`src/core/fwp_pkg.sv`:
```
package fwp_pkg;
	// ----------------------------------------
	// widths
	// ----------------------------------------
	localparam int ADDR_W = 16;
	localparam int DATA_W = 16;
	localparam int CLK_PERIOD_NS = 10;
	// ----------------------------------------
	// timing, in their own units
	// ----------------------------------------
	localparam int T_PU_MS = 1;
	localparam int T_ZZL_US = 1;
	localparam int T_ZZEX_US = 450;
	localparam int T_PAGE_HOLD_NS = 15;
	localparam int T_CA_NS = 70;
	localparam int T_PC_NS = 35;
	localparam int T_WP_NS = 22;
	localparam int T_AA_NS = 70;
	// ----------------------------------------
	// derived cycle counts (least times round up)
	// ----------------------------------------
	localparam int PU_CYC = (T_PU_MS * 1000000 + CLK_PERIOD_NS - 1) / CLK_PERIOD_NS;
	localparam int ZZL_CYC = (T_ZZL_US * 1000 + CLK_PERIOD_NS - 1) / CLK_PERIOD_NS;
	localparam int ZZEX_CYC = (T_ZZEX_US * 1000 + CLK_PERIOD_NS - 1) / CLK_PERIOD_NS;
	localparam int PAGE_CYC = (T_PAGE_HOLD_NS + CLK_PERIOD_NS - 1) / CLK_PERIOD_NS;
	localparam int CA_CYC = (T_CA_NS + CLK_PERIOD_NS - 1) / CLK_PERIOD_NS;
	localparam int PC_CYC = (T_PC_NS + CLK_PERIOD_NS - 1) / CLK_PERIOD_NS;
	localparam int WP_CYC = (T_WP_NS + CLK_PERIOD_NS - 1) / CLK_PERIOD_NS;
	localparam int AA_CYC = (T_AA_NS + CLK_PERIOD_NS - 1) / CLK_PERIOD_NS;
	localparam int CNT_W = 20;
	// ----------------------------------------
	// states
	// ----------------------------------------
	typedef enum logic [6:0] {
		ST_POWERUP = 7'h01,
		ST_IDLE    = 7'h02,
		ST_ACCESS  = 7'h04,
		ST_HOLD    = 7'h08,
		ST_PRECHG  = 7'h10,
		ST_SLEEP   = 7'h20,
		ST_WAKE    = 7'h40
	} fwp_state_t;
endpackage

```
`src/core/fwp_host.sv`:
```
// Behaviour
// - hold low address bits fifteen ns
// - byte selects driven, never tied
// - wait one ms before first access
// - keep sleep low at least one us
// - sleep waits for hold and precharge after last write
// - wait 450 us after wakeup
`timescale 1ns/100ps
`default_nettype none
module fwp_host
	import fwp_pkg::*;
#(
	parameter int PU_CYCLES   = PU_CYC,
	parameter int ZZEX_CYCLES = ZZEX_CYC
) (
	// ----------------------------------------
	// clock and reset
	// ----------------------------------------
	input  wire logic              CLOCK_IN,
	input  wire logic              RESET_N_IN,
	// ----------------------------------------
	// user request
	// ----------------------------------------
	input  wire logic              REQ_VALID_IN,
	output logic                   REQ_READY_OUT,
	input  wire logic              REQ_WRITE_IN,
	input  wire logic [ADDR_W-1:0] REQ_ADDR_IN,
	input  wire logic [DATA_W-1:0] REQ_WDATA_IN,
	input  wire logic [1:0]        REQ_BYTE_EN_IN,
	input  wire logic              SLEEP_REQ_IN,
	// ----------------------------------------
	// user answer
	// ----------------------------------------
	output logic                   RSP_VALID_OUT,
	output logic [DATA_W-1:0]      RSP_RDATA_OUT,
	output logic                   ASLEEP_OUT,
	// ----------------------------------------
	// memory pins
	// ----------------------------------------
	output logic                   CHIP_EN_N_OUT,
	output logic                   WRITE_EN_N_OUT,
	output logic                   OUT_EN_N_OUT,
	output logic                   UPPER_BYTE_SELECT_N_OUT,
	output logic                   LOWER_BYTE_SELECT_N_OUT,
	output logic                   SLEEP_REQUEST_N_OUT,
	output logic [ADDR_W-1:0]      ADDR_OUT,
	output logic [DATA_W-1:0]      DQ_OUT,
	output logic                   DQ_OE_OUT,
	input  wire logic [DATA_W-1:0] DQ_IN
);

	fwp_state_t        state_r;
	logic [CNT_W-1:0]  cnt_r;
	logic              wr_r;
	logic              page_r;
	logic [DATA_W-1:0] dq_s1_r;
	logic [DATA_W-1:0] dq_s2_r;

	function automatic logic [CNT_W-1:0] cyc(input int n);
		cyc = CNT_W'(n - 1);
	endfunction

	// ----------------------------------------
	// pin input synchroniser
	// ----------------------------------------
	always_ff @(posedge CLOCK_IN or negedge RESET_N_IN) begin
		if (!RESET_N_IN) begin
			dq_s1_r <= 16'h0000;
			dq_s2_r <= 16'h0000;
		end else begin
			dq_s1_r <= DQ_IN;
			dq_s2_r <= dq_s1_r;
		end
	end

	// a page access keeps upper address and CE low
	wire same_page = (REQ_ADDR_IN[ADDR_W-1:2] == ADDR_OUT[ADDR_W-1:2]);
	wire last_cnt = (cnt_r == '0);

	assign REQ_READY_OUT = (state_r == ST_IDLE) && !SLEEP_REQ_IN
		|| (state_r == ST_HOLD) && last_cnt && !SLEEP_REQ_IN && REQ_VALID_IN && same_page;
	assign ASLEEP_OUT = (state_r == ST_SLEEP);

	// ----------------------------------------
	// sequencer
	// ----------------------------------------
	always_ff @(posedge CLOCK_IN or negedge RESET_N_IN) begin
		if (!RESET_N_IN) begin
			state_r <= ST_POWERUP;
			cnt_r   <= '0;
			wr_r    <= 1'b0;
			page_r  <= 1'b0;
		end else begin
			if (!last_cnt)
				cnt_r <= cnt_r - 1'b1;
			case (state_r)
				ST_POWERUP: begin
					if (cnt_r == '0 && !page_r) begin
						cnt_r  <= cyc(PU_CYCLES);
						page_r <= 1'b1;
					end else if (last_cnt) begin
						page_r  <= 1'b0;
						state_r <= ST_IDLE;
					end
				end
				ST_IDLE: begin
					if (SLEEP_REQ_IN) begin
						cnt_r   <= cyc(ZZL_CYC);
						state_r <= ST_SLEEP;
					end else if (REQ_VALID_IN) begin
						wr_r    <= REQ_WRITE_IN;
						// WE falls one cycle in, so a write needs one count more
						cnt_r   <= cyc(REQ_WRITE_IN ? WP_CYC + 1 : AA_CYC);
						state_r <= ST_ACCESS;
					end
				end
				ST_ACCESS: begin
					if (last_cnt) begin
						// low address bits stay put at least this long
						cnt_r   <= cyc(PAGE_CYC > CA_CYC - WP_CYC ? PAGE_CYC : CA_CYC - WP_CYC);
						state_r <= ST_HOLD;
					end
				end
				ST_HOLD: begin
					if (last_cnt) begin
						if (REQ_READY_OUT && REQ_VALID_IN) begin
							wr_r    <= REQ_WRITE_IN;
							cnt_r   <= cyc(REQ_WRITE_IN ? WP_CYC + 1 : AA_CYC);
							state_r <= ST_ACCESS;
						end else begin
							cnt_r   <= cyc(PC_CYC);
							state_r <= ST_PRECHG;
						end
					end
				end
				ST_PRECHG: begin
					if (last_cnt)
						state_r <= ST_IDLE;
				end
				ST_SLEEP: begin
					if (last_cnt && !SLEEP_REQ_IN) begin
						cnt_r   <= cyc(ZZEX_CYCLES);
						state_r <= ST_WAKE;
					end
				end
				ST_WAKE: begin
					if (last_cnt)
						state_r <= ST_IDLE;
				end
				default: state_r <= ST_IDLE;
			endcase
		end
	end

	// ----------------------------------------
	// address, data, byte selects
	// ----------------------------------------
	always_ff @(posedge CLOCK_IN or negedge RESET_N_IN) begin
		if (!RESET_N_IN) begin
			ADDR_OUT                <= 16'h0000;
			DQ_OUT                  <= 16'h0000;
			UPPER_BYTE_SELECT_N_OUT <= 1'b1;
			LOWER_BYTE_SELECT_N_OUT <= 1'b1;
		end else if (REQ_READY_OUT && REQ_VALID_IN) begin
			ADDR_OUT                <= REQ_ADDR_IN;
			DQ_OUT                  <= REQ_WDATA_IN;
			UPPER_BYTE_SELECT_N_OUT <= !REQ_BYTE_EN_IN[1];
			LOWER_BYTE_SELECT_N_OUT <= !REQ_BYTE_EN_IN[0];
		end
	end

	// ----------------------------------------
	// control pins
	// ----------------------------------------
	always_ff @(posedge CLOCK_IN or negedge RESET_N_IN) begin
		if (!RESET_N_IN) begin
			CHIP_EN_N_OUT       <= 1'b1;
			WRITE_EN_N_OUT      <= 1'b1;
			OUT_EN_N_OUT        <= 1'b1;
			DQ_OE_OUT           <= 1'b0;
			SLEEP_REQUEST_N_OUT <= 1'b1;
		end else begin
			SLEEP_REQUEST_N_OUT <= !(state_r == ST_SLEEP || state_r == ST_IDLE && SLEEP_REQ_IN);
			if (REQ_READY_OUT && REQ_VALID_IN) begin
				CHIP_EN_N_OUT  <= 1'b0;
				// WE falls one cycle after address settles
				WRITE_EN_N_OUT <= 1'b1;
				OUT_EN_N_OUT   <= REQ_WRITE_IN;
				DQ_OE_OUT      <= REQ_WRITE_IN;
			end else if (state_r == ST_ACCESS) begin
				WRITE_EN_N_OUT <= !(wr_r && !last_cnt);
			end else if (state_r == ST_HOLD && last_cnt) begin
				CHIP_EN_N_OUT <= 1'b1;
				OUT_EN_N_OUT  <= 1'b1;
				DQ_OE_OUT     <= 1'b0;
			end else if (state_r == ST_HOLD) begin
				WRITE_EN_N_OUT <= 1'b1;
			end else if (state_r == ST_SLEEP) begin
				CHIP_EN_N_OUT <= 1'b1;
				DQ_OE_OUT     <= 1'b0;
			end
		end
	end

	// ----------------------------------------
	// read answer
	// ----------------------------------------
	always_ff @(posedge CLOCK_IN or negedge RESET_N_IN) begin
		if (!RESET_N_IN) begin
			RSP_VALID_OUT <= 1'b0;
			RSP_RDATA_OUT <= 16'h0000;
		end else begin
			RSP_VALID_OUT <= (state_r == ST_ACCESS) && last_cnt;
			if (state_r == ST_ACCESS && last_cnt && !wr_r)
				RSP_RDATA_OUT <= dq_s2_r;
		end
	end

endmodule // fwp_host
`default_nettype wire

```
`config.mk`:
```
export PLATFORM = sky130hd
export DESIGN_NAME = fwp_host
export DESIGN_NICKNAME = d
export VERILOG_FILES = /design/src/core/fwp_pkg.sv /design/src/core/fwp_host.sv
export SDC_FILE = /design/constraint.sdc
export NUM_CORES = 1
export LEC_CHECK = 0
export ABC_AREA = 1
export BUFFER_PORTS_ARGS = -buffer_cell sky130_fd_sc_hd__buf_2
export CAP_MARGIN = 5
export CORE_UTILIZATION = 50
export DETAILED_ROUTE_END_ITERATION = 6
export GPL_TIMING_DRIVEN = 1
export PLACE_DENSITY = 0.78
export SKIP_LAST_GASP = 1
export SLEW_MARGIN = 20
export SYNTH_ARGS = -nofsm -noshare
export SYNTH_HDL_FRONTEND = slang
export SYNTH_SLANG_ARGS = --single-unit
```
`constraint.sdc`:
```
create_clock -name CLOCK_IN -period 2.8 [get_ports CLOCK_IN]
set_input_delay 0.42 -clock CLOCK_IN [delete_from_list [all_inputs] [get_ports CLOCK_IN]]
set_output_delay 0.42 -clock CLOCK_IN [all_outputs]
set_load 0.02 [all_outputs]
```
==> results of run 1 <==
[per-stage QoR]
step	cell area (um^2)	hold WS, ns	power (mW)	setup WS (ns)
after CTS	6590	0.000383	7.32	0.145
final	6590	0.0307	7.29	0.145
after detailed placement	5840	0.336	5.09	0.365
after floorplan	5140	0.124	4.33	0.874
after global routing	6590	0.00989	7.80	0.0182
after global placement	5840	0.332	5.00	0.474
[per-layer routing]
metal  vias to the layer above  GRT usage [%]
li1                       2066              -
met1                      2023           30.5
met2                       174           41.2
met3                        18           6.32
met4                         0           9.86
met5                         -              0
[critical path: stages, from the launching register on]
cell     delay (ns)
dfrtp_1        0.39
inv_1          0.10
ha_1           0.28
nand2_1        0.13
nor2_2         0.16
nand3_4        0.12
nor2_4         0.13
nand3_2        0.11
nand2_4        0.10
buf_2          0.20
[worst max path at each step]
| stage | startpoint | end | slack [ns] | cells past startpoint |
|---|---|---|---|---|
| 6_report | cnt_r[0] | REQ_READY_OUT | 0.15 | 9 |
| 2_1_floorplan | cnt_r[0] | cnt_r[0] | 0.87 | 10 |
| 5_1_grt | cnt_r[0] | REQ_READY_OUT | 0.02 | 9 |
| 3_3_place_gp | cnt_r[0] | cnt_r[2] | 0.47 | 12 |
| 4_1_cts | cnt_r[0] | REQ_READY_OUT | 0.14 | 9 |
| 3_5_place_dp | cnt_r[0] | ADDR_OUT[3] | 0.37 | 11 |
[power by group]
group          leakage (nW)  switching (mW)  internal [mW]  total, mW
Sequential             1.47           0.330           2.16       2.49
Clock                 0.285           0.760           1.41       2.17
Combinational          1.95            1.76          0.883       2.64
[layout make-up]
cell class / count / share of cell area (%)
Clock buffer: 21 / 6.81
Clock inverter: 11 / 2.26
Inverter: 74 / 4.23
Multi-Input combinational cell: 372 / 28.1
Sequential cell: 117 / 44.5
Tap cell: 133 / 2.52
Timing Repair Buffer: 132 / 11.6
[state kept, by name (all words and copies together) (netlist names)]
signal and cells:
SLEEP_REQUEST_N_OUT 1, page_r 1, RSP_VALID_OUT 1, dq_s2_r 16, UPPER_BYTE_SELECT_N_OUT 1, ADDR_OUT 16, CHIP_EN_N_OUT 1, wr_r 1
WRITE_EN_N_OUT 1, DQ_OE_OUT 1, cnt_r 20, OUT_EN_N_OUT 1, dq_s1_r 16, DQ_OUT 16, RSP_RDATA_OUT 16, LOWER_BYTE_SELECT_N_OUT 1
state_r 7
[what timing repair did]
action | CTS | global route
hold endpoints to repair | 15 | 0
resized for setup | 0 | 0
hold buffers | 15 | 0
endpoints found under the setup margin | 1 | 0
setup buffers | 1 | 0
[cell usage after synthesis (2+ instances only)]
| cell type | number |
|---|---|
| nor2_2 | 5 |
| nand2_1 | 174 |
| nand3_1 | 26 |
| inv_1 | 70 |
| nor4_1 | 2 |
| inv_2 | 2 |
| o211ai_1 | 2 |
| o21ai_1 | 14 |
| mux2_2 | 10 |
| nand3_2 | 3 |
| dfstp_2 | 7 |
| xnor2_1 | 6 |
| nand2_4 | 3 |
| nor2_4 | 2 |
| ha_1 | 2 |
| o21ai_0 | 16 |
| dfrtp_1 | 110 |
| nor3_1 | 4 |
| buf_6 | 5 |
| mux2_4 | 5 |
| nor2_1 | 63 |
| nand4_1 | 4 |
| a31oi_1 | 2 |
| xor2_1 | 7 |
| or2_2 | 2 |
| buf_2 | 4 |
| a21oi_1 | 12 |
[cells by family (layout without fill, tap and decap cells)]
kind of cell	after synthesis	after routing	share of synthesized area, %
AOI/OAI and AO/OA	50	50	5.23
DFF	117	117	57.1
muxes	16	16	3.87
buffers and inverters	83	238	6.91
xor gates and xnor gates	13	13	2.21
and+or+nand+nor	291	291	24.2
adders and majority gates	2	2	0.487
==> metrics.txt, run 1 <==
Hold Violations, Final 0; Clk Tree Root Cell clkbuf_8; startpoint of the worst hold path DQ_IN[7]; hold depth 1; Worst Path Required 2.38 ns; Leak 3.71 nW; asr flop ratio synth 100%; H-tree levels 4; CP Class flip-flop to output port; Starting DRT DRC Count 232; final wirelength 11800 um; row count 36; Via density 4.98; Worst Setup Start Kind flip-flop; Placed Cells incl. Taps 812; fin cells 860; endpoint type of the worst setup path output port; overall die area 10700 um^2; Met1 Wirelength 4990 um; Pre-antenna DRT Iters 5; sequential fraction of the synthesis area a little under three fifths; top cells by area, synth dfrtp_1, nand2_1, inv_1; CTS tree built; Setup Skew 0.00728 ns; metal2 WL 5860 um; vias in the first global route 4247; Hold Path Sink dq_s1_r[7]; fin. max-slew vios 0; remaining global-route overflow 0; Syn Std Cell Area 5140 um^2; post-DP HPWL ~8200 um; total vias in the final route 4281; fin util between 60 and 70%; Fill cells 790; gr usage total 24.6%; flop2flop setup slack 0.38 ns; area leader, netlist dfrtp_1; Routed Antenna Nets 0; largest net degree at the start of global routing 74; min cycle time layout 2.65 ns; most frequent cells in the layout nand2_1, buf_2, dfrtp_1; area grow syn2layout 28.2%; post-synth top area share 53.5%; Synth cell types 37; Post-synth EDFFs 0; warning count from the yosys run 0; DR WL met3 between 700 and 800 um; # IOs 113; status finished, final reports clean; Critical R2R Capture cnt_r[2]; commonest non-fill, non-tap cell in the layout nand2_1; #FFs+latches synth 117; CORE AREA 9860 um^2; die width 103 um; hold crit path type input port to flip-flop; first-pass GRT wire length between 15000 and 20000 um; top fanout value on the critical path 5; fmax 0.377 GHz; Final Cycle Share 94.8%; RSZ-0062 raised after global routing false; Nets between 700 and 800; Longest Clk Path Bufs 2; setup TNS 0 ns; Worst VDD drop 0.742 mV; clk_lat worst skew 0.52 ns; initial antenna violation count 0; ys flop type dfrtp_1; Max-Cap Viols 0; mean area per synthesized cell 8.99 um^2; sequential cell area between 2000 and 3000 um^2; Die Y 103 um; Crit path arrival time 2.23 ns; count of final setup violators 0; multi-input logic area 1850 um^2; number of remaining DRC errors 0; Initial Util 52.1%; Post-Syn Nets 629; WL per Instance roughly 14 um; Cell Pwr Density 1110 nW/um^2; input/output buffers 112; routability cong. ~0.95; Antenna diodes 0; clock transition at the registers of the reported paths roughly 0.050 ns; Worst slew margin 39.7%; FF-to-FF Start cnt_r[0]; Top Layer Used met4; Slew @ Worst Pin 0.904 ns; CTS buffer count 17; synthesized instance count approximately 570; layout cell share with drive strength beyond 1 26.1%; Num Clock Sinks roughly 120; worst r2r path cells 12
(Power assumes the default switching activity.)
==> run 2: changes to the inputs <==
Settings changed: GPL_TIMING_DRIVEN 1 to 0.
==> metrics.txt, run 2 (synthesized netlist as in run 1, its figures left out) <==
overall die area 10700 um^2 (unchanged); fmax 0.374 GHz (-0.66%); area grow syn2layout 28.8%; Leak 3.72 nW (+0.26%); startpoint of the worst hold path DQ_IN[13]; fin. max-slew vios 0 (unchanged); status finished, final reports clean; post-DP HPWL 7980 um (-2.5%); Via density 4.98 (about the same); first-pass GRT wire length 18800 um (-4.0%); die width 103 um (unchanged); Longest Clk Path Bufs 2 (unchanged); min cycle time layout 2.67 ns (+0.0177 ns); fin util 67.1% (+0.32 points); CTS buffer count 17 (unchanged); input/output buffers 112 (unchanged); CORE AREA 9860 um^2 (unchanged); final wirelength 11300 um (-3.9%); vias in the first global route 4260 (+0.31%); Routed Antenna Nets 0 (unchanged); Hold Path Sink dq_s1_r[13]; Antenna diodes 0 (unchanged); FF-to-FF Start cnt_r[0]; WL per Instance 13.1 um (-4.7%); commonest non-fill, non-tap cell in the layout nand2_1; remaining global-route overflow 0 (unchanged); Worst slew margin 66.3% (+27 points); hold crit path type input port to flip-flop; Worst Path Required 2.38 ns (about the same); CP Class flip-flop to output port; gr usage total 23.4% (-1.1 points); number of remaining DRC errors 0 (unchanged); Clk Tree Root Cell clkbuf_8; worst r2r path cells 11 (-1); Pre-antenna DRT Iters 5 (unchanged); Worst Setup Start Kind flip-flop; hold depth 1 (unchanged); Die Y 103 um (unchanged); Num Clock Sinks 117 (unchanged); Cell Pwr Density 1080 nW/um^2 (-2.2%); most frequent cells in the layout nand2_1, buf_2, dfrtp_1; clock transition at the registers of the reported paths 0.05 ns (about the same); hold_ws 0.0210 ns (-0.00972 ns); clk_lat worst skew 0.52 ns (about the same); # IOs 113 (unchanged); Worst VDD drop 0.677 mV (-8.8%); Initial Util 52.1% (unchanged); count of final setup violators 0 (unchanged); row count 36 (unchanged); top fanout value on the critical path 6 (+1); layout cell share with drive strength beyond 1 27.0% (+0.84 points); Largest register FFs 20 (unchanged); Biggest register cnt_r; Critical R2R Capture cnt_r[7]; Starting DRT DRC Count 256 (+10%); routability cong. 0.946 (about the same); Max-Cap Viols 0 (unchanged); RSZ-0062 raised after global routing false; Nets 778 (+0.91%); endpoint type of the worst setup path output port; Final Cycle Share 95.5% (+0.63 points); Slew @ Worst Pin 0.505 ns (-0.399 ns); flop2flop setup slack 0.44 ns (+0.06 ns); Setup Skew 0.0128 ns (+0.00554 ns); initial antenna violation count 0 (unchanged); H-tree levels 4 (unchanged); CTS tree built; Hold Violations, Final 0 (unchanged); total vias in the final route 4317 (+0.84%); Crit path arrival time 2.25 ns (+0.02 ns); largest net degree at the start of global routing 65 (-12%)
run 2: cell types whose count changed in the layout (fill, tap and decap cells not counted), moves of 2 or more:
cell      before  now
buf_6          0    6
buf_2        111  115
buf_4          5    3
clkbuf_8       3    1
run 2: worst max path at each step:
stage | cells past startpoint | endpoint | startpoint | slack, ns
after CTS | 9 | REQ_READY_OUT | cnt_r[0] | 0.05
after detailed placement | 12 | cnt_r[2] | cnt_r[0] | 0.50
after global placement | 1 | DQ_OUT[0] | RESET_N_IN | -0.04
after floorplan | 10 | cnt_r[0] | cnt_r[0] | 0.87
final | 9 | REQ_READY_OUT | cnt_r[0] | 0.13
after global routing | 9 | REQ_READY_OUT | cnt_r[0] | 0.01
run 2: metal layers:
metal	wire (um)	up-vias	GRT usage, %
met4	381	0	12.6
li1	-	2093	-
met1	4670	2003	27.5
met5	0	-	0
met3	789	41	6.65
met2	5480	180	39.1
run 2: where the power goes:
part | total, mW | internal, mW | switching (mW)
Clock | 2.00 | 1.26 | 0.741
Sequential | 2.47 | 2.16 | 0.313
Combinational | 2.69 | 0.919 | 1.77
Total | 7.16 | 4.34 | 2.82
run 2: through the flow:
step / power (mW) / setup TNS, ns / cells / setup WS [ns] / cell area [um^2]
5_1_grt: 7.65 / 0 / 867 / 0.0142 / 6620
4_1_cts: 7.18 / 0 / 863 / 0.0487 / 6590
3_3_place_gp: 5.00 / -4.15 / 817 / -0.0422 / 5870
6_report: 7.16 / 0 / 867 / 0.127 / 6620
3_5_place_dp: 5.10 / 0 / 818 / 0.500 / 5900
2_1_floorplan: 4.33 / 0 / 572 / 0.874 / 5140
run 2: timing repair:
item                                    in CTS  in global routing
hold buffers                                13                  1
setup buffers                                0                  3
endpoints found under the setup margin       1                  1
gates cloned                                 0                  0
resized for setup                            1                  0
endpoints found under the hold margin       63                  1
pin swaps                                    0                  1
run 2: layout make-up:
type	instances	area [um^2]
Buffer	9	76.3
Clock buffer	20	425
Fill cell	769	3240
Sequential cell	117	2940
Clock inverter	12	131
Timing Repair Buffer	130	757
Tap cell	133	166
Multi-Input combinational cell	372	1850
Inverter	74	279
run 2: critical path: stages (launching register included):
cell     delay, ns
dfrtp_1       0.40
inv_1         0.11
ha_2          0.26
nand2_1       0.10
nor2_2        0.19
nand3_4       0.15
nor2_4        0.16
nand3_2       0.10
nand2_4       0.11
buf_2         0.18
